**config.mk**
```make
export PLATFORM = sky130hd
export DESIGN_NAME = fqd_host_ctrl
export DESIGN_NICKNAME = d
export VERILOG_FILES = /design/src/fqd_pkg.sv /design/src/fqd_cycle_if.sv /design/src/fqd_bus_cycle.sv /design/src/fqd_host_ctrl.sv
export VERILOG_INCLUDE_DIRS = /design/src
export SDC_FILE = /design/constraint.sdc
export NUM_CORES = 1
export LEC_CHECK = 0
export BUFFER_PORTS_ARGS = -buffer_cell sky130_fd_sc_hd__buf_2
export CAP_MARGIN = 40
export CORE_MARGIN = 2
export CORE_UTILIZATION = 50
export DETAILED_ROUTE_END_ITERATION = 10
export PLACE_DENSITY_LB_ADDON = 0.08
export REMOVE_ABC_BUFFERS = 1
export SYNTH_ARGS = -nofsm -noshare
export SYNTH_HDL_FRONTEND = slang
export SYNTH_SLANG_ARGS = --single-unit
```
**constraint.sdc**
```tcl
create_clock -name SYS_CLK -period 5.63 [get_ports SYS_CLK]
set_input_delay 0.563 -clock SYS_CLK [delete_from_list [all_inputs] [get_ports SYS_CLK]]
set_output_delay 0.563 -clock SYS_CLK [all_outputs]
set_load 0.01 [all_outputs]
```
**src/fqd_defs.svh**
```systemverilog
// Constants for the flash command host: timing, register map, commands.
// Assumes a 10 MHz system clock and a x16 flash with a 20-bit word address.
`ifndef FQD_DEFS_SVH
`define FQD_DEFS_SVH

// Clock rate and flash bus timing in nanoseconds
`define FQD_CLK_MHZ      10
`define FQD_T_SETUP_NS   30
`define FQD_T_WP_NS      35
`define FQD_T_ACC_NS     70
`define FQD_T_REC_NS     20
// Least times round up to whole cycles
`define FQD_NS2CYC(ns)   ((((ns) * `FQD_CLK_MHZ) + 999) / 1000)
`define FQD_CYC_SETUP    `FQD_NS2CYC(`FQD_T_SETUP_NS)
`define FQD_CYC_WP       `FQD_NS2CYC(`FQD_T_WP_NS)
`define FQD_CYC_ACC      `FQD_NS2CYC(`FQD_T_ACC_NS)
`define FQD_CYC_REC      `FQD_NS2CYC(`FQD_T_REC_NS)
`define FQD_SYNC_LAG     2

// Software register byte offsets
`define FQD_REG_CTRL     8'h00
`define FQD_REG_ADDR     8'h04
`define FQD_REG_WDATA    8'h08
`define FQD_REG_STATUS   8'h0C
`define FQD_REG_QMASK    8'h10
`define FQD_RES_BIT      7

// Status bit positions
`define FQD_ST_BUSY      0
`define FQD_ST_DONE      1
`define FQD_ST_QRY_OK    2
`define FQD_ST_TMO       3
`define FQD_ST_ABT       4
`define FQD_ST_AUTOSEL   5
`define FQD_ST_QUERY     6
`define FQD_ST_SUSP      7

// Operation codes of CTRL[3:0]; a write starts codes 1 to 7, codes 8 and 9 are loaded only by the sequencer
`define FQD_OP_NOP       4'h0
`define FQD_OP_RESET     4'h1
`define FQD_OP_READ      4'h2
`define FQD_OP_PROGRAM   4'h3
`define FQD_OP_AUTOSEL   4'h4
`define FQD_OP_QUERY     4'h5
`define FQD_OP_SUSPEND   4'h6
`define FQD_OP_RESUME    4'h7
`define FQD_OP_RCV_RST   4'h8
`define FQD_OP_RCV_ABT   4'h9

// Flash command addresses and data
`define FQD_UNLK_A1      20'h0_0555
`define FQD_UNLK_A2      20'h0_02AA
`define FQD_QRY_A        20'h0_0055
`define FQD_ANY_A        20'h0_0000
`define FQD_CMD_UNLK1    16'h00AA
`define FQD_CMD_UNLK2    16'h0055
`define FQD_CMD_AUTOSEL  16'h0090
`define FQD_CMD_QUERY    16'h0098
`define FQD_CMD_RESET    16'h00F0
`define FQD_CMD_PROG     16'h00A0
`define FQD_CMD_SUSP     16'h00B0
`define FQD_CMD_RESUME   16'h0030

// Identifier locations
`define FQD_ID_MFR       20'h0_0000
`define FQD_ID_DEV1      20'h0_0001
`define FQD_ID_DEV2      20'h0_000E
`define FQD_ID_DEV3      20'h0_000F
`define FQD_ID_SECSI     20'h0_0003
`define FQD_ID_PROT_LO   8'h02

// Extended query table: base, length and expected words
`define FQD_QRY_BASE     20'h0_0040
`define FQD_QRY_LEN      17
`define FQD_QV_P         16'h0050
`define FQD_QV_R         16'h0052
`define FQD_QV_I         16'h0049
`define FQD_QV_MAJOR     16'h0031
`define FQD_QV_MINOR     16'h0033
`define FQD_QV_ESUSP     16'h0002
`define FQD_QV_PROTGRP   16'h0001
`define FQD_QV_TMPUNP    16'h0001
`define FQD_QV_SCHEME    16'h0004
`define FQD_QV_SIMUL     16'h0000
`define FQD_QV_BURST     16'h0000
`define FQD_QV_PAGE      16'h0001
`define FQD_QV_ACCMIN    16'h00B5
`define FQD_QV_ACCMAX    16'h00C5
`define FQD_QV_BOOTLO    8'h02
`define FQD_QV_BOOTHI    8'h05
`define FQD_QV_PSUSP     16'h0001

`endif

```
**src/fqd_pkg.sv**
```systemverilog
// Types shared by the flash command host and its bus cycle engine.
// Assumes fqd_defs.svh supplies all numeric constants.
package fqd_pkg;

	// Sequencer states
	typedef enum logic [1:0] {Q_IDLE, Q_ISSUE, Q_WAIT} fqd_seq_state_t;

	// Bus cycle engine states
	typedef enum logic [2:0] {C_IDLE, C_SETUP, C_STROBE, C_HOLD, C_READ, C_SAMP, C_RECOV} fqd_cyc_state_t;

	// Kind of one step in a command sequence
	typedef enum logic [1:0] {K_END, K_WRITE, K_READ, K_POLL} fqd_kind_t;

	// One step: kind, command flag, word address, data
	typedef struct packed {
		fqd_kind_t   kind;
		logic        cmd;
		logic [19:0] addr;
		logic [15:0] data;
	} fqd_step_t;

endpackage

```
**src/fqd_cycle_if.sv**
```systemverilog
// Request/answer bundle between the sequencer and the flash bus cycle engine.
// Assumes both ends run on the same clock.
`timescale 1ns/10ps
`default_nettype none
interface fqd_cycle_if;
	logic        req;
	logic        wr;
	logic [19:0] addr;
	logic [15:0] wdata;
	logic        done;
	logic [15:0] rdata;

	modport seq (output req, output wr, output addr, output wdata, input done, input rdata);
	modport eng (input req, input wr, input addr, input wdata, output done, output rdata);
endinterface
`default_nettype wire

```
**src/fqd_bus_cycle.sv**
```systemverilog
// One asynchronous flash bus cycle (write or read) on the flash pins.
// Assumes the sequencer only raises req while this engine is idle.
`timescale 1ns/10ps
`default_nettype none
`include "fqd_defs.svh"
module fqd_bus_cycle (
	// Clock and reset
	input  wire logic        clk,
	input  wire logic        rst,
	// Sequencer side
	fqd_cycle_if.eng         cyc,
	// Flash pins
	output logic [19:0]      fl_addr,
	output logic [15:0]      fl_dq_o,
	output logic             fl_dq_oe_n,
	input  wire logic [15:0] fl_dq_i,
	output logic             fl_ce_n,
	output logic             fl_we_n,
	output logic             fl_oe_n
);

	fqd_pkg::fqd_cyc_state_t state_r;
	logic [3:0]              cnt_r;
	logic                    wr_r;
	logic [15:0]             dq_s1_r;
	logic [15:0]             dq_s2_r;
	logic [15:0]             dq_s3_r;
	logic [15:0]             rdata_r;
	logic                    dq_stable;

	// Pin data passes three flops; it counts once stages two and three agree
	always_ff @(posedge clk)
	begin
		if (rst)
		begin
			dq_s1_r <= 16'h0000;
			dq_s2_r <= 16'h0000;
			dq_s3_r <= 16'h0000;
		end
		else
		begin
			dq_s1_r <= fl_dq_i;
			dq_s2_r <= dq_s1_r;
			dq_s3_r <= dq_s2_r;
		end
	end
	assign dq_stable = (dq_s2_r == dq_s3_r);

	// Cycle sequencing
	always_ff @(posedge clk)
	begin
		if (rst)
		begin
			state_r <= fqd_pkg::C_IDLE;
			cnt_r   <= 4'h0;
			wr_r    <= 1'b0;
		end
		else
		begin
			case (state_r)
				fqd_pkg::C_IDLE:
				if (cyc.req)
				begin
					state_r <= fqd_pkg::C_SETUP;
					cnt_r   <= 4'(`FQD_CYC_SETUP - 1);
					wr_r    <= cyc.wr;
				end
				fqd_pkg::C_SETUP:
				if (cnt_r != 4'h0)
					cnt_r <= cnt_r - 4'h1;
				else if (wr_r)
				begin
					state_r <= fqd_pkg::C_STROBE;
					cnt_r   <= 4'(`FQD_CYC_WP - 1);
				end
				else
				begin
					// Extra cycles let the pin data reach the last sync stage
					state_r <= fqd_pkg::C_READ;
					cnt_r   <= 4'(`FQD_CYC_ACC + `FQD_SYNC_LAG);
				end
				fqd_pkg::C_STROBE:
				if (cnt_r != 4'h0)
					cnt_r <= cnt_r - 4'h1;
				else
					state_r <= fqd_pkg::C_HOLD;
				fqd_pkg::C_READ:
				if (cnt_r != 4'h0)
					cnt_r <= cnt_r - 4'h1;
				else
					state_r <= fqd_pkg::C_SAMP;
				fqd_pkg::C_HOLD:
				begin
					state_r <= fqd_pkg::C_RECOV;
					cnt_r   <= 4'(`FQD_CYC_REC - 1);
				end
				fqd_pkg::C_SAMP:
				if (dq_stable)
				begin
					state_r <= fqd_pkg::C_RECOV;
					cnt_r   <= 4'(`FQD_CYC_REC - 1);
				end
				fqd_pkg::C_RECOV:
				if (cnt_r != 4'h0)
					cnt_r <= cnt_r - 4'h1;
				else
					state_r <= fqd_pkg::C_IDLE;
				default:
					state_r <= fqd_pkg::C_IDLE;
			endcase
		end
	end

	// Pin drive; CE falls before WE and WE rises before CE, so the device
	// latches address on the WE fall and data on the WE rise
	// strobe edge order
	always_ff @(posedge clk)
	begin
		if (rst)
		begin
			fl_addr    <= 20'h0_0000;
			fl_dq_o    <= 16'h0000;
			fl_dq_oe_n <= 1'b1;
			fl_ce_n    <= 1'b1;
			fl_we_n    <= 1'b1;
			fl_oe_n    <= 1'b1;
			rdata_r    <= 16'h0000;
		end
		else if (state_r == fqd_pkg::C_IDLE && cyc.req)
		begin
			fl_addr    <= cyc.addr;
			fl_dq_o    <= cyc.wdata;
			fl_dq_oe_n <= ~cyc.wr;      // Drive data only on writes
			fl_ce_n    <= 1'b0;
		end
		else if (state_r == fqd_pkg::C_SETUP && cnt_r == 4'h0)
		begin
			fl_we_n <= ~wr_r;
			fl_oe_n <= wr_r;
		end
		else if (state_r == fqd_pkg::C_STROBE && cnt_r == 4'h0)
			fl_we_n <= 1'b1;
		else if (state_r == fqd_pkg::C_HOLD)
		begin
			// Data released on the same edge as the CE rise
			fl_ce_n    <= 1'b1;
			fl_dq_oe_n <= 1'b1;
		end
		else if (state_r == fqd_pkg::C_SAMP && dq_stable)
		begin
			rdata_r <= dq_s3_r;
			fl_oe_n <= 1'b1;
			fl_ce_n <= 1'b1;
		end
	end

	// One-cycle completion at the end of recovery
	assign cyc.done  = (state_r == fqd_pkg::C_RECOV) && (cnt_r == 4'h0);
	assign cyc.rdata = rdata_r;

endmodule
`default_nettype wire

```
**src/fqd_host_ctrl.sv**
```systemverilog
// Host controller that drives a page-mode NOR flash over its parallel pins:
// resets, array reads, word program with polling, erase suspend/resume,
// identifier reads and an extended query table check.
// Assumes a register master with one-cycle strobes and a flash on the pins.
`timescale 1ns/10ps
`default_nettype none
`include "fqd_defs.svh"
module fqd_host_ctrl (
	// Clock and reset
	input  wire logic        SYS_CLK,
	input  wire logic        RESET,
	// Register port
	input  wire logic [7:0]  REG_ADDR,
	input  wire logic [31:0] REG_WDATA,
	input  wire logic        REG_WR,
	input  wire logic        REG_RD,
	output logic [31:0]      REG_RDATA,
	// Flash pins
	output logic [19:0]      FL_ADDR,
	output logic [15:0]      FL_DQ_O,
	output logic             FL_DQ_OE_N,
	input  wire logic [15:0] FL_DQ_I,
	output logic             FL_CE_N,
	output logic             FL_WE_N,
	output logic             FL_OE_N
);

	fqd_cycle_if cyc ();

	fqd_pkg::fqd_seq_state_t seq_r;
	fqd_pkg::fqd_step_t      step;
	logic [3:0]              op_r;
	logic [4:0]              idx_r;
	logic [19:0]             addr_r;
	logic [15:0]             wdata_r;
	logic                    retry_r;
	logic                    done_r;
	logic                    tmo_r;
	logic                    abt_r;
	logic                    autosel_r;
	logic                    query_r;
	logic                    susp_r;
	logic [16:0]             qmask_r;
	logic [15:0]             res_mem [0:31];
	logic                    busy;
	logic                    start;
	logic                    cyc_end;
	logic                    poll_eval;
	logic                    poll_hit;
	logic                    abt_hit;
	logic                    tmo_hit;
	logic                    cmd_done;
	logic [4:0]              qidx;

	// Build one sequence step
	function automatic fqd_pkg::fqd_step_t mk(input fqd_pkg::fqd_kind_t k, input logic c,
		input logic [19:0] a, input logic [15:0] d);
		fqd_pkg::fqd_step_t s;
		s.kind = k;
		s.cmd  = c;
		s.addr = a;
		s.data = d;
		return s;
	endfunction

	// Step table of every operation; anything past the end is K_END
	function automatic fqd_pkg::fqd_step_t step_of(input logic [3:0] op, input logic [4:0] i,
		input logic [19:0] a, input logic [15:0] d);
		fqd_pkg::fqd_step_t s;
		s = mk(fqd_pkg::K_END, 1'b0, `FQD_ANY_A, 16'h0000);
		case (op)
			`FQD_OP_RESET, `FQD_OP_RCV_RST:
				if (i == 5'h00) s = mk(fqd_pkg::K_WRITE, 1'b1, `FQD_ANY_A, `FQD_CMD_RESET);
			`FQD_OP_READ:
				if (i == 5'h00) s = mk(fqd_pkg::K_READ, 1'b0, a, 16'h0000);
			`FQD_OP_PROGRAM:
				case (i)
					5'h00: s = mk(fqd_pkg::K_WRITE, 1'b1, `FQD_UNLK_A1, `FQD_CMD_UNLK1);
					5'h01: s = mk(fqd_pkg::K_WRITE, 1'b1, `FQD_UNLK_A2, `FQD_CMD_UNLK2);
					5'h02: s = mk(fqd_pkg::K_WRITE, 1'b1, `FQD_UNLK_A1, `FQD_CMD_PROG);
					5'h03: s = mk(fqd_pkg::K_WRITE, 1'b0, a, d);
					5'h04: s = mk(fqd_pkg::K_POLL, 1'b0, a, 16'h0000);
					default: s = mk(fqd_pkg::K_END, 1'b0, `FQD_ANY_A, 16'h0000);
				endcase
			`FQD_OP_AUTOSEL:
				case (i)
					5'h00: s = mk(fqd_pkg::K_WRITE, 1'b1, `FQD_UNLK_A1, `FQD_CMD_UNLK1);
					5'h01: s = mk(fqd_pkg::K_WRITE, 1'b1, `FQD_UNLK_A2, `FQD_CMD_UNLK2);
					5'h02: s = mk(fqd_pkg::K_WRITE, 1'b1, `FQD_UNLK_A1, `FQD_CMD_AUTOSEL);
					5'h03: s = mk(fqd_pkg::K_READ, 1'b0, `FQD_ID_MFR, 16'h0000);
					5'h04: s = mk(fqd_pkg::K_READ, 1'b0, `FQD_ID_DEV1, 16'h0000);
					5'h05: s = mk(fqd_pkg::K_READ, 1'b0, `FQD_ID_DEV2, 16'h0000);
					5'h06: s = mk(fqd_pkg::K_READ, 1'b0, `FQD_ID_DEV3, 16'h0000);
					5'h07: s = mk(fqd_pkg::K_READ, 1'b0, `FQD_ID_SECSI, 16'h0000);
					5'h08: s = mk(fqd_pkg::K_READ, 1'b0, {a[19:8], `FQD_ID_PROT_LO}, 16'h0000);
					5'h09: s = mk(fqd_pkg::K_WRITE, 1'b1, `FQD_ANY_A, `FQD_CMD_RESET);
					default: s = mk(fqd_pkg::K_END, 1'b0, `FQD_ANY_A, 16'h0000);
				endcase
			`FQD_OP_QUERY:
				if (i == 5'h00)
					s = mk(fqd_pkg::K_WRITE, 1'b1, `FQD_QRY_A, `FQD_CMD_QUERY);
				else if (i <= 5'(`FQD_QRY_LEN))
					s = mk(fqd_pkg::K_READ, 1'b0, `FQD_QRY_BASE + 20'(i - 5'h01), 16'h0000);
				else if (i == 5'(`FQD_QRY_LEN + 1))
					s = mk(fqd_pkg::K_WRITE, 1'b1, `FQD_ANY_A, `FQD_CMD_RESET);
			`FQD_OP_SUSPEND:
				if (i == 5'h00) s = mk(fqd_pkg::K_WRITE, 1'b1, `FQD_ANY_A, `FQD_CMD_SUSP);
			`FQD_OP_RESUME:
				if (i == 5'h00) s = mk(fqd_pkg::K_WRITE, 1'b1, `FQD_ANY_A, `FQD_CMD_RESUME);
			`FQD_OP_RCV_ABT:
				case (i)
					5'h00: s = mk(fqd_pkg::K_WRITE, 1'b1, `FQD_UNLK_A1, `FQD_CMD_UNLK1);
					5'h01: s = mk(fqd_pkg::K_WRITE, 1'b1, `FQD_UNLK_A2, `FQD_CMD_UNLK2);
					5'h02: s = mk(fqd_pkg::K_WRITE, 1'b1, `FQD_UNLK_A1, `FQD_CMD_RESET);
					default: s = mk(fqd_pkg::K_END, 1'b0, `FQD_ANY_A, 16'h0000);
				endcase
			default:
				s = mk(fqd_pkg::K_END, 1'b0, `FQD_ANY_A, 16'h0000);
		endcase
		return s;
	endfunction

	// Check one extended query word against its expected value
	function automatic logic q_ok(input logic [4:0] qi, input logic [15:0] v);
		logic ok;
		ok = 1'b0;
		// words must match in all 16 bits, except words 05h and 0Fh, which are checked by field
		case (qi)
			5'h00: ok = (v == `FQD_QV_P);
			5'h01: ok = (v == `FQD_QV_R);
			5'h02: ok = (v == `FQD_QV_I);
			5'h03: ok = (v == `FQD_QV_MAJOR);
			5'h04: ok = (v == `FQD_QV_MINOR);
			// unlock field is 0 or 1, process code free
			5'h05: ok = (v[15:8] == 8'h00) && !v[1];
			5'h06: ok = (v == `FQD_QV_ESUSP);
			5'h07: ok = (v == `FQD_QV_PROTGRP);
			5'h08: ok = (v == `FQD_QV_TMPUNP);
			5'h09: ok = (v == `FQD_QV_SCHEME);
			5'h0A: ok = (v == `FQD_QV_SIMUL);
			5'h0B: ok = (v == `FQD_QV_BURST);
			5'h0C: ok = (v == `FQD_QV_PAGE);
			5'h0D: ok = (v == `FQD_QV_ACCMIN);
			5'h0E: ok = (v == `FQD_QV_ACCMAX);
			5'h0F: ok = (v[15:8] == 8'h00) && (v[7:0] >= `FQD_QV_BOOTLO) && (v[7:0] <= `FQD_QV_BOOTHI);
			5'h10: ok = (v == `FQD_QV_PSUSP);
			default: ok = 1'b0;
		endcase
		return ok;
	endfunction

	// Current step and request to the cycle engine
	assign step      = step_of(op_r, idx_r, addr_r, wdata_r);
	assign cyc.req   = (seq_r == fqd_pkg::Q_ISSUE) && (step.kind != fqd_pkg::K_END);
	assign cyc.wr    = (step.kind == fqd_pkg::K_WRITE);
	assign cyc.addr  = step.addr;
	assign cyc.wdata = step.data;

	// Events of the sequencer
	assign busy      = (seq_r != fqd_pkg::Q_IDLE);
	assign start     = REG_WR && (REG_ADDR == `FQD_REG_CTRL) && !busy && (REG_WDATA[3:0] != `FQD_OP_NOP)
		&& (REG_WDATA[3:0] <= `FQD_OP_RESUME);
	assign cyc_end   = (seq_r == fqd_pkg::Q_WAIT) && cyc.done;
	assign poll_eval = cyc_end && (step.kind == fqd_pkg::K_POLL);
	assign poll_hit  = (cyc.rdata[7] == wdata_r[7]);
	assign abt_hit   = poll_eval && !poll_hit && cyc.rdata[1];
	assign tmo_hit   = poll_eval && !poll_hit && !cyc.rdata[1] && cyc.rdata[5] && retry_r;
	assign cmd_done  = cyc_end && (step.kind == fqd_pkg::K_WRITE) && step.cmd;
	assign qidx      = idx_r - 5'h01;

	// Instance of the flash bus cycle engine
	fqd_bus_cycle u_cycle (
		.clk        (SYS_CLK),
		.rst        (RESET),
		.cyc        (cyc.eng),
		.fl_addr    (FL_ADDR),
		.fl_dq_o    (FL_DQ_O),
		.fl_dq_oe_n (FL_DQ_OE_N),
		.fl_dq_i    (FL_DQ_I),
		.fl_ce_n    (FL_CE_N),
		.fl_we_n    (FL_WE_N),
		.fl_oe_n    (FL_OE_N)
	);

	// Sequencer: walk the step table, poll a program to its end
	always_ff @(posedge SYS_CLK)
	begin
		if (RESET)
		begin
			seq_r   <= fqd_pkg::Q_IDLE;
			op_r    <= `FQD_OP_NOP;
			idx_r   <= 5'h00;
			retry_r <= 1'b0;
		end
		else
		begin
			case (seq_r)
				fqd_pkg::Q_IDLE:
				if (start)
				begin
					op_r    <= REG_WDATA[3:0];
					idx_r   <= 5'h00;
					retry_r <= 1'b0;
					seq_r   <= fqd_pkg::Q_ISSUE;
				end
				fqd_pkg::Q_ISSUE:
					seq_r <= (step.kind == fqd_pkg::K_END) ? fqd_pkg::Q_IDLE : fqd_pkg::Q_WAIT;
				fqd_pkg::Q_WAIT:
				if (cyc.done)
				begin
					seq_r <= fqd_pkg::Q_ISSUE;
					if (step.kind != fqd_pkg::K_POLL || poll_hit)
						idx_r <= idx_r + 5'h01;
					// abort flag needs the abort reset
					else if (cyc.rdata[1])
					begin
						op_r  <= `FQD_OP_RCV_ABT;
						idx_r <= 5'h00;
					end
					else if (cyc.rdata[5] && retry_r)
					begin
						op_r  <= `FQD_OP_RCV_RST;
						idx_r <= 5'h00;
					end
					else if (cyc.rdata[5])
						retry_r <= 1'b1;   // Reread once: flag and data may change together
				end
				default:
					seq_r <= fqd_pkg::Q_IDLE;
			endcase
		end
	end

	// Sticky result flags, cleared by the next start
	always_ff @(posedge SYS_CLK)
	begin
		if (RESET)
		begin
			done_r <= 1'b0;
			tmo_r  <= 1'b0;
			abt_r  <= 1'b0;
		end
		else if (start)
		begin
			done_r <= 1'b0;
			tmo_r  <= 1'b0;
			abt_r  <= 1'b0;
		end
		else
		begin
			done_r <= done_r | ((seq_r == fqd_pkg::Q_ISSUE) && (step.kind == fqd_pkg::K_END));
			tmo_r  <= tmo_r | tmo_hit;
			abt_r  <= abt_r | abt_hit;
		end
	end

	// Track the mode the flash is in; a reset keeps an erase suspended
	always_ff @(posedge SYS_CLK)
	begin
		if (RESET)
		begin
			autosel_r <= 1'b0;
			query_r   <= 1'b0;
			susp_r    <= 1'b0;
		end
		else if (cmd_done)
		begin
			if (step.data == `FQD_CMD_RESET)
			begin
				autosel_r <= 1'b0;
				query_r   <= 1'b0;
			end
			if (step.data == `FQD_CMD_AUTOSEL)
				autosel_r <= 1'b1;
			if (step.data == `FQD_CMD_QUERY)
				query_r <= 1'b1;
			if (step.data == `FQD_CMD_SUSP)
				susp_r <= 1'b1;
			if (step.data == `FQD_CMD_RESUME)
				susp_r <= 1'b0;
		end
	end

	// Operands; held while busy so a running sequence cannot be disturbed
	always_ff @(posedge SYS_CLK)
	begin
		if (RESET)
		begin
			addr_r  <= 20'h0_0000;
			wdata_r <= 16'h0000;
		end
		else if (REG_WR && !busy)
		begin
			if (REG_ADDR == `FQD_REG_ADDR)
				addr_r <= REG_WDATA[19:0];
			if (REG_ADDR == `FQD_REG_WDATA)
				wdata_r <= REG_WDATA[15:0];
		end
	end

	// Result words, indexed by step, and the query check mask
	always_ff @(posedge SYS_CLK)
	begin
		if (RESET)
		begin
			qmask_r <= 17'h0_0000;
			for (int k = 0; k < 32; k++)
				res_mem[k] <= 16'h0000;
		end
		else
		begin
			if (start)
				qmask_r <= 17'h0_0000;
			else if (cyc_end && step.kind == fqd_pkg::K_READ && op_r == `FQD_OP_QUERY)
				qmask_r[qidx] <= q_ok(qidx, cyc.rdata);
			if (cyc_end && step.kind != fqd_pkg::K_WRITE)
				res_mem[idx_r] <= cyc.rdata;
		end
	end

	// Register reads answer one cycle later; unmapped offsets read zero
	always_ff @(posedge SYS_CLK)
	begin
		if (RESET)
			REG_RDATA <= 32'h0000_0000;
		else if (!REG_RD)
			REG_RDATA <= 32'h0000_0000;
		else if (REG_ADDR[`FQD_RES_BIT])
			REG_RDATA <= {16'h0000, res_mem[REG_ADDR[6:2]]};
		else
		begin
			case (REG_ADDR)
				`FQD_REG_CTRL:   REG_RDATA <= {28'h000_0000, op_r};
				`FQD_REG_ADDR:   REG_RDATA <= {12'h000, addr_r};
				`FQD_REG_WDATA:  REG_RDATA <= {16'h0000, wdata_r};
				`FQD_REG_STATUS: REG_RDATA <= {24'h00_0000, susp_r, query_r, autosel_r, abt_r, tmo_r,
					(qmask_r == 17'h1_FFFF), done_r, busy};
				`FQD_REG_QMASK:  REG_RDATA <= {15'h0000, qmask_r};
				default:         REG_RDATA <= 32'h0000_0000;
			endcase
		end
	end

endmodule
`default_nettype wire

```
==> results of run 1 <==
## cells in the final DEF, fill, tap and decap left out, types with 25 or more instances in the layout
cell type and instances:
a21oi_1 109, and2_1 486, buf_2 105, buf_4 106, clkbuf_16 80, dfxtp_1 203
edfxtp_1 512, mux2i_1 25, mux4_2 161, nand2_1 177, nand3_1 58, nor2_1 101
nor2b_1 63, nor3_1 56, o21ai_1 29
## registers in the layout (all words and copies together), names as in the netlist, 2 cells and up
register and count:
u_cycle.fl_dq_o 16, qmask_r 17, REG_RDATA 20, u_cycle.cnt_r 4
addr_r 20, u_cycle.state_r 3, u_cycle.dq_s3_r 16, res_mem 512
wdata_r 16, u_cycle.fl_addr 20, u_cycle.cyc.rdata 16, seq_r 2
op_r 4, idx_r 5, u_cycle.dq_s2_r 16, u_cycle.dq_s1_r 16
## final cells by class
cell class,instances,share of cell area
timing repair buffer,215,0.03761
sequential,715,0.5269
clock inverter,37,0.006783
inverter,20,0.002035
multi-input combinational,1640,0.3403
tap,864,0.02930
clock buffer,99,0.05701
## layer usage
layer | global-route usage | wire, microns | up-vias
li1 | - | - | 9658
met1 | 0.3826 | 39500 | 10830
met2 | 0.4267 | 43200 | 747
met3 | 0.03794 | 6025 | 133
met4 | 0.08033 | 2330 | 2
met5 | 0 | 9 | -
## through the flow
step | hold WS [ns] | setup WS (ns)
2_1_floorplan | 0.4138 | 0.8944
3_3_place_gp | 0.4203 | 0.9113
3_5_place_dp | 0.4264 | 1.265
4_1_cts | 0.1296 | 1.265
5_1_grt | 0.1540 | 1.060
6_report | 0.1668 | 1.194
## where the power goes
group / internal, mW / switching, mW / total (mW) / leakage [nW]
logic: 0.262 / 0.385 / 0.647 / 5.24
clock network: 2.73 / 2.06 / 4.78 / 1.16
registers: 5.77 / 0.0512 / 5.82 / 6.88
total: 8.76 / 2.49 / 11.3 / 13.3
## cells by family after synthesis
kind of cell	share of synthesized area
flops	0.5873
mux	0.1188
simple gates	0.1809
fa+ha+maj	0.002646
other cells	0.0001133
xor+xnor	0.009110
buf+inv	0.03534
compound gates	0.06577
## worst max-delay path, cell delays in order, from the launching register on
cell,delay [ns]
dfxtp_1,0.63
ha_1,0.73
inv_1,0.27
nor4_1,0.68
nand3b_1,0.24
or3_1,0.29
buf_4,0.19
nor2b_1,0.15
or3_1,0.35
nor3_4,0.05
or2_2,0.49
## how the worst max path moves through the flow
stage               startpoint              to  slack [ns]  cells past startpoint
floorplan             idx_r[0]  res_mem[16][0]        0.89                      9
global placement      idx_r[1]  res_mem[13][9]        0.91                     10
detailed placement    idx_r[1]   res_mem[3][8]        1.26                     10
CTS                   idx_r[1]  res_mem[3][10]        1.26                     10
global route          idx_r[1]   res_mem[3][2]        1.06                     10
finish                idx_r[1]   res_mem[3][2]        1.19                     10
## synthesized netlist by cell type (all sizes together), types with 25 or more instances
master / instances / area, sq um
a21oi: 109 / 545.5
xnor2: 25 / 226.5
and2: 488 / 3053
a211oi: 25 / 192.7
buf: 77 / 412.9
dfxtp: 203 / 4064
clkbuf: 179 / 681.9
edfxtp: 512 / 15370
mux2i: 25 / 250.2
nor2b: 64 / 400.4
nor2: 121 / 501.7
mux4: 161 / 3626
nand2: 178 / 670.7
o21ai: 54 / 274.0
nand3: 58 / 290.3
nor3: 61 / 336.6
==> key figures, run 1 <==
Power
  – Leak pwr: approximately 13 nW
  – Max VDD drop: between 0.0002 and 0.00025 V
  – Pwr/cell area: a little over 300 nW/um^2
  – Final total power: 11.25 mW

Layout
  – Diode count: 0
  – Final Net Count: around 2.7k
  – Final instance area: between 30000 and 40000 sq um
  – Finished Layout Cells: 3590
  – Share of cells above drive strength 1: 0.1992
  – Filler cell count: about 5.4k
  – Core Util, Final: 0.5621
  – Area Overhead vs Synth: 11.45%
  – Area of the multi-input gates: about 13000 sq um
  – FF+latch area: 19440 sq um

Setup path
  – Critical Path Fanout Max: 16
  – Worst r2r path cells: 10
  – Setup slack, reg-to-reg: 1.19 ns
  – Critical path required time: 5.92 ns
  – Critical path arrival: 4.73 ns
  – CP endpoint kind: flop
  – Worst r2r dst: res_mem[3][2]
  – Critical path class: reg -> reg
  – Reg-to-reg startpoint: idx_r[1]
  – Crit path launch type: flop

Floorplan
  – Placement Rows: 94
  – # IOs: roughly 130
  – Core Area: about 66000 sq um
  – Die area: roughly 68000 sq um
  – Die Width: 261.3 microns
  – Starting density of the core: 0.5044
  – Die Ht: roughly 260 microns

Detailed routing
  – Via Count: between 20k and 25k
  – DR iter-0 viols: approximately 2.1k
  – DRC: 0
  – Post-DRT Antenna Nets: 0
  – Final wirelength: about 91000 microns
  – Post-DR wirelength/cell: between 20 and 30 microns
  – First-pass iteration count of the detailed router: 6
  – Number of vias per cell: approximately 6.0

Placed design
  – DP Cell Count: ~3.5k
  – RD Place Congestion: between 0.9 and 1
  – PortBufs: between 100 and 150
  – Placed instance area: about 35000 sq um
  – Dpl hpwl: ~58000 microns

Yosys
  – Seq/Total Area, Yosys: 0.5873
  – Syn Std Cell Area: between 30000 and 40000 sq um
  – Synth cell types: between 90 and 100
  – Avg Synthesized Cell Area: between 10 and 15 sq um
  – Synth Flop Type: edfxtp_1
  – Yosys warning count: 0
  – FFs w/ async S/R, synth: 0
  – Post-synthesis instance total: ~2.6k
  – EDFF count, synth: 512
  – Flip-flop and latch count after synthesis: just over 700

Hold path
  – Worst min-delay path category: in -> reg
  – WHS Endpoint: u_cycle.dq_s1_r[5]
  – Hold depth: 2
  – HP Start: FL_DQ_I[5]

GRT
  – First-pass GRT wire length: around 130000 microns
  – Largest net degree at the start of global routing: 74
  – Initial antenna violation count: 5
  – Number of global-route vias before repair: 20.78k
  – Remaining global-route overflow: 0
  – All-Layer GR Usage: 0.2671

STA
  – Final Cycle Share: 0.7880
  – Max_slew headroom: 0.3427
  – Post-route minimum period: approximately 4.4 ns
  – Setup TNS: 0 ns
  – Worst-margin pin slew: around 1 ns
  – RSZ-0062 raised after global routing: false
  – Final number of setup-violating endpoints: 0
  – Fin. Hold Viols: 0
  – Setup Skew: around 0.022 ns
  – Slew Limit Fails: 0
  – Max Freq: about 230 MHz

Clocking
  – Hold_buf cts: 0
  – TritonCTS clock tree: built
  – Clock Path Buffers: 3
  – Setup bufs post-CTS: 0
  – Clock sink count: just over 700
  – Post-cts resize count: 0
  – Clock-pin slew on the worst setup and hold paths: approximately 0.060 ns
  – CTS root buf: clkbuf_16
  – Total CTS buffers: between 70 and 80
  – H-tree levels: 3
  – Clock latency on the worst-skew pair: 0.62 ns

Outcome
  – Status: finished, final reports clean

Run
  – Max_cap viols: 0
(Power assumes the default switching activity.)
==> run 2: changes to the inputs <==
- clock period: 5.63 -> 4.25 ns (I/O delays scaled with it)
==> key figures, run 2 (synthesized netlist as in run 1, its figures left out) <==
Placed design
  – PortBufs: 107 (unchanged)
  – Dpl hpwl: 61140 microns (+5.7%)
  – DP Worst Slack: 0.3702 ns (-0.8945 ns)
  – RD Place Congestion: 0.9018 (-1.7%)

Setup path
  – CP endpoint kind: flop
  – Crit path launch type: flop
  – Setup slack, reg-to-reg: 0.27 ns (-0.93 ns)
  – Crit path launch: idx_r[0]
  – Critical path class: reg -> reg
  – Worst r2r dst: res_mem[31][5]
  – Reg-to-reg startpoint: idx_r[0]
  – Critical path arrival: 4.48 ns (-0.25 ns)
  – Worst r2r path cells: 11 (+1)
  – Critical path required time: 4.74 ns (-1.18 ns)
  – Critical Path Fanout Max: 15 (-1)

STA
  – PnR worst setup slack: 0.2671 ns (-0.9267 ns)
  – Post-route minimum period: 3.983 ns (-0.4533 ns)
  – Setup TNS: 0 ns (unchanged)
  – Fin. Hold Viols: 0 (unchanged)
  – Worst-margin pin slew: 0.9265 ns (-0.05044 ns)
  – Max Freq: 251.1 MHz (+11%)
  – Final number of setup-violating endpoints: 0 (unchanged)
  – Setup Skew: 0.02617 ns (+0.004489 ns)
  – Slew Limit Fails: 0 (unchanged)
  – Final Cycle Share: 0.9372 (+0.1492)
  – RSZ-0062 raised after global routing: false
  – Max_slew headroom: 0.3815 (+0.03879)

Clocking
  – Post-cts resize count: 0 (unchanged)
  – Clock latency on the worst-skew pair: 0.63 ns (about the same)
  – Clock sink count: 715 (unchanged)
  – Clock-pin slew on the worst setup and hold paths: 0.06 ns (about the same)
  – Total CTS buffers: 77 (+1.3%)
  – CTS root buf: clkbuf_16
  – Clock Path Buffers: 3 (unchanged)
  – TritonCTS clock tree: built
  – H-tree levels: 3 (unchanged)

Floorplan
  – Core Area: 65630 sq um (unchanged)
  – Starting density of the core: 0.5044 (unchanged)
  – Die Ht: 261.3 microns (unchanged)
  – Placement Rows: 94 (unchanged)
  – # IOs: 132 (unchanged)
  – Die area: 68280 sq um (unchanged)
  – Die Width: 261.3 microns (unchanged)

Layout
  – Largest Register: res_mem
  – Share of cells above drive strength 1: 0.2099 (+0.01074)
  – Commonest non-fill, non-tap cell in the layout: edfxtp_1
  – Most frequent cells in the layout: 512 x edfxtp_1, 486 x and2_1, 203 x dfxtp_1, 177 x nand2_1, 161 x mux4_2
  – Core Util, Final: 0.5703 (+0.008141)
  – Max reg flops: 512 (unchanged)
  – Final Net Count: 2767 (+1.2%)
  – Area Overhead vs Synth: 13.07%

Detailed routing
  – DR iter-0 viols: 2102 (+0.29%)
  – Final wirelength: 91510 microns (+0.49%)
  – Number of vias per cell: 5.912 (-0.68%)
  – DRC: 0 (unchanged)
  – Via Count: 21.42k (+0.23%)
  – Post-DR wirelength/cell: 25.26 microns (-0.43%)
  – First-pass iteration count of the detailed router: 6 (unchanged)
  – Post-DRT Antenna Nets: 0 (unchanged)

Power
  – Logic pwr share: 0.057 (about the same)
  – Net Sw Power: 3.332 mW (+34%)
  – Switching Fraction: 0.2184 (-0.003048)
  – Max VDD drop: 0.0003047 V (+23%)
  – Final total power: 15.26 mW (+36%)
  – Pwr/cell area: 407.7 nW/um^2 (+34%)
  – Internal power: 11.93 mW (+36%)
  – Sequential share of power: 0.506 (-0.012)
  – Clock Power Share: 0.437 (+0.012)
  – Leak pwr: 13.55 nW (+2.0%)

GRT
  – GR peak layer: met2
  – Met1 global-route usage: 0.3752 (-0.007411)
  – First-pass GRT wire length: 136300 microns (+1.8%)
  – Largest net degree at the start of global routing: 80 (+8.1%)
  – All-Layer GR Usage: 0.2710 (+0.003883)
  – Remaining global-route overflow: 0 (unchanged)
  – Met3 usage in global routing: 0.03968 (+0.001742)
  – GRT met2 Usage: 0.4417 (+0.01499)
  – Initial antenna violation count: 3 (-2)
  – Number of global-route vias before repair: 21.52k (+3.6%)

Hold path
  – Worst min-delay path category: in -> reg
  – HP Start: FL_DQ_I[4]
  – Hold depth: 2 (unchanged)
  – WHS Endpoint: u_cycle.dq_s1_r[4]

Run
  – Max_cap viols: 0 (unchanged)

Outcome
  – Status: finished, final reports clean
[run 2: cell types whose count changed in the layout (fill, tap and decap cells not counted), moves of 2 or more]
| cell | delta |
|---|---|
| dlygate4sd3_1 | +3 |
| inv_6 | +2 |
| buf_4 | +15 |
| clkbuf_8 | +5 |
| buf_6 | +2 |
| clkinvlp_4 | +2 |
| clkinv_1 | -6 |
| clkdlybuf4s15_2 | +2 |
| clkinv_2 | -3 |
| bufinv_16 | +4 |
| buf_12 | +8 |
[run 2: metrics by stage]
stage	instance area, sq um	instances	hold slack (ns)
after global routing	37420	3622	0.02056
final	37430	3623	0.02543
after detailed placement	34890	3482	0.4218
after global placement	34760	3470	0.4304
after CTS	37420	3622	0.001501
after floorplan	32050	2375	0.4138
[run 2: what timing repair did]
| item | 4_1_cts | 5_1_grt |
|---|---|---|
| setup buffers | 0 | 0 |
| endpoints found under the hold margin | 3 | 0 |
| hold buffers | 3 | 0 |
[run 2: worst max path at each step]
stage | depth (start not counted) | slack, ns | to
after floorplan | 9 | -0.49 | res_mem[16][0]
after global placement | 10 | 0.27 | res_mem[30][13]
after detailed placement | 11 | 0.37 | res_mem[3][15]
after CTS | 12 | 0.32 | res_mem[10][2]
after global routing | 12 | 0.08 | res_mem[19][10]
final | 11 | 0.27 | res_mem[31][5]
[run 2: layout make-up]
class,count,area [sq um]
Antenna cell,1,2.502
Inverter,20,75.07
Multi-Input combinational cell,1640,12560
Sequential cell,715,19440
Clock buffer,102,2143
Clock inverter,35,356.6
Fill cell,5318,28200
Tap cell,864,1081
Timing Repair Buffer,246,1773
[run 2: layer usage]
layer,part of all wire,vias to the layer above
li1,-,9729
met1,0.43,10890
met2,0.48,657
met3,0.057,140
met4,0.030,0
met5,0,-
[run 2: worst max-delay path, cell delays in order, from the launching register on]
cell      delay [ns]
dfxtp_1         0.36
inv_1           0.11
ha_1            0.36
mux2i_1         0.38
o32ai_1         0.19
and2_1          0.26
or3_1           0.40
a311oi_4        0.40
nand2_1         0.23
buf_4           0.24
nor2_2          0.67
and2_1          0.24
[run 2: power by group through the flow]
stage,clock (mW),sequential (mW),combinational (mW)
3_3_place_gp,0,7.85,0.865
4_1_cts,6.77,7.72,0.876
5_1_grt,7.05,7.74,0.919
6_report,6.67,7.72,0.870
2_1_floorplan,0,7.85,0.442
3_5_place_dp,0,7.87,0.871
==> run 3: changes to the inputs <==
- CORE_UTILIZATION: 50 -> 30
==> key figures, run 3 (synthesized netlist as in run 1, its figures left out) <==
GRT
  – Number of global-route vias before repair: 21.71k (+0.87%)
  – Remaining global-route overflow: 0 (unchanged)
  – Initial antenna violation count: 5 (+2)
  – First-pass GRT wire length: 155400 microns (+14%)
  – Largest net degree at the start of global routing: 146 (+83%)
  – All-Layer GR Usage: 0.1896 (-0.08145)

STA
  – Setup TNS: 0 ns (unchanged)
  – RSZ-0062 raised after global routing: false
  – Final number of setup-violating endpoints: 0 (unchanged)
  – Setup Skew: 0.02835 ns (+0.002187 ns)
  – Slew Limit Fails: 0 (unchanged)
  – PnR worst setup slack: 0.1991 ns (-0.06798 ns)
  – Worst-margin pin slew: 0.8924 ns (-0.03410 ns)
  – Max Freq: 246.9 MHz (-1.7%)
  – Final Cycle Share: 0.9531 (+0.01599)
  – Max_slew headroom: 0.3996 (+0.01809)
  – Fin. Hold Viols: 0 (unchanged)
  – Post-route minimum period: 4.051 ns (+0.06798 ns)

Layout
  – Final Net Count: 2807 (+1.4%)
  – Share of cells above drive strength 1: 0.2192 (+0.009282)
  – Most frequent cells in the layout: 512 x edfxtp_1, 486 x and2_1, 202 x dfxtp_1, 177 x nand2_1, 161 x mux4_2
  – Finished Layout Cells: 4289 (+18%)
  – Area Overhead vs Synth: 18.02%
  – Commonest non-fill, non-tap cell in the layout: edfxtp_1
  – Max reg flops: 512 (unchanged)
  – Largest Register: res_mem
  – Core Util, Final: 0.3579 (-0.2124)

Placed design
  – Dpl hpwl: 70270 microns (+15%)
  – DP Cell Count: 4103 (+18%)
  – PortBufs: 107 (unchanged)
  – DP Worst Slack: 0.1344 ns (-0.2358 ns)
  – RD Place Congestion: 0.8642 (-4.2%)

Outcome
  – Status: finished, final reports clean

Detailed routing
  – Post-DRT Antenna Nets: 0 (unchanged)
  – Post-DR wirelength/cell: 24.98 microns (-1.1%)
  – Final wirelength: 107100 microns (+17%)
  – DR iter-0 viols: 1632 (-22%)
  – DRC: 0 (unchanged)
  – First-pass iteration count of the detailed router: 7 (+1)
  – Number of vias per cell: 5.007 (-15%)
  – Via Count: 21.47k (+0.25%)

Clocking
  – Clock-pin slew on the worst setup and hold paths: 0.06 ns (about the same)
  – Clock sink count: 715 (unchanged)
  – TritonCTS clock tree: built
  – Total CTS buffers: 86 (+12%)
  – H-tree levels: 3 (unchanged)
  – Clock Path Buffers: 3 (unchanged)
  – CTS root buf: clkbuf_16
  – Clock latency on the worst-skew pair: 0.66 ns (+0.03 ns)

Power
  – Final total power: 16.41 mW (+7.5%)
  – Leak pwr: 13.97 nW (+3.1%)
  – Max VDD drop: 0.0002800 V (-8.1%)
  – Pwr/cell area: 420.0 nW/um^2 (+3.0%)

Setup path
  – Worst r2r dst: res_mem[0][13]
  – Worst r2r path cells: 11 (unchanged)
  – Critical Path Fanout Max: 15 (unchanged)
  – Critical path arrival: 4.57 ns (+0.09 ns)
  – Crit path launch: idx_r[1]
  – Critical path class: reg -> reg
  – CP endpoint kind: flop
  – Setup slack, reg-to-reg: 0.20 ns (-0.07 ns)
  – Reg-to-reg startpoint: idx_r[1]
  – Critical path required time: 4.77 ns (+0.03 ns)
  – Crit path launch type: flop

Floorplan
  – Die Width: 336.2 microns (+29%)
  – Die Ht: 336.2 microns (+29%)
  – Core Area: 109200 sq um (+66%)
  – Starting density of the core: 0.3032 (-0.2011)
  – Die area: 113000 sq um (+66%)
  – Placement Rows: 121 (+29%)
  – # IOs: 132 (unchanged)

Hold path
  – Hold depth: 3 (+1)
  – WHS Endpoint: addr_r[15]
  – HP Start: REG_WDATA[15]
  – Worst min-delay path category: in -> reg

Run
  – Max_cap viols: 0 (unchanged)
-- run 3: final cells by class --
| type | count | area [sq um] |
|---|---|---|
| Multi-Input combinational cell | 1640 | 12600 |
| Clock buffer | 107 | 2429 |
| Fill cell | 10540 | 70090 |
| Clock inverter | 51 | 545.5 |
| Antenna cell | 3 | 7.507 |
| Tap cell | 1476 | 1847 |
| Timing Repair Buffer | 277 | 2122 |
| Inverter | 20 | 75.07 |
| Sequential cell | 715 | 19440 |
-- run 3: how the worst max path moves through the flow --
| stage | end | slack [ns] | depth (start not counted) |
|---|---|---|---|
| 2_1_floorplan | res_mem[16][0] | -0.49 | 9 |
| 3_3_place_gp | res_mem[7][15] | -0.02 | 10 |
| 3_5_place_dp | res_mem[27][11] | 0.13 | 11 |
| 4_1_cts | res_mem[27][5] | 0.11 | 11 |
| 5_1_grt | res_mem[5][9] | 0.01 | 11 |
| 6_report | res_mem[0][13] | 0.20 | 11 |
-- run 3: repair_timing --
action / 4_1_cts / 5_1_grt
hold endpoints to repair: 27 / 0
endpoints found under the setup margin: 0 / 89
gates resized for setup: 0 / 8
hold buffers: 25 / 0
setup buffers: 0 / 0
-- run 3: power by group --
| part | switching (mW) | internal (mW) |
|---|---|---|
| clock network | 3.04 | 4.72 |
| registers | 0.0668 | 7.65 |
| logic | 0.555 | 0.384 |
-- run 3: worst max-delay path, cell delays in order, from the launching register on --
cell and delay [ns]:
dfxtp_1 0.43, inv_1 0.11, ha_1 0.27, nor3_1 0.31, o32ai_1 0.22, and2_1 0.26, or3_1 0.43, buf_4 0.21
nor2b_1 0.14, or3_1 0.57, nor2_2 0.72, and2_1 0.22
-- run 3: metrics by stage --
| step | area, sq um | hold WS [ns] |
|---|---|---|
| detailed placement | 35800 | 0.4284 |
| global placement | 35680 | 0.4161 |
| floorplan | 32050 | 0.4138 |
| CTS | 39020 | 0.003836 |
| finish | 39070 | 0.05214 |
| global route | 39060 | 0.03151 |
-- run 3: per-layer routing --
metal | global-route usage | routed length (microns) | vias up
met5 | 0 | 11 | -
li1 | - | - | 9835
met4 | 0.05744 | 2666 | 2
met3 | 0.02393 | 5259 | 133
met2 | 0.3174 | 52050 | 578
met1 | 0.2560 | 47160 | 10930
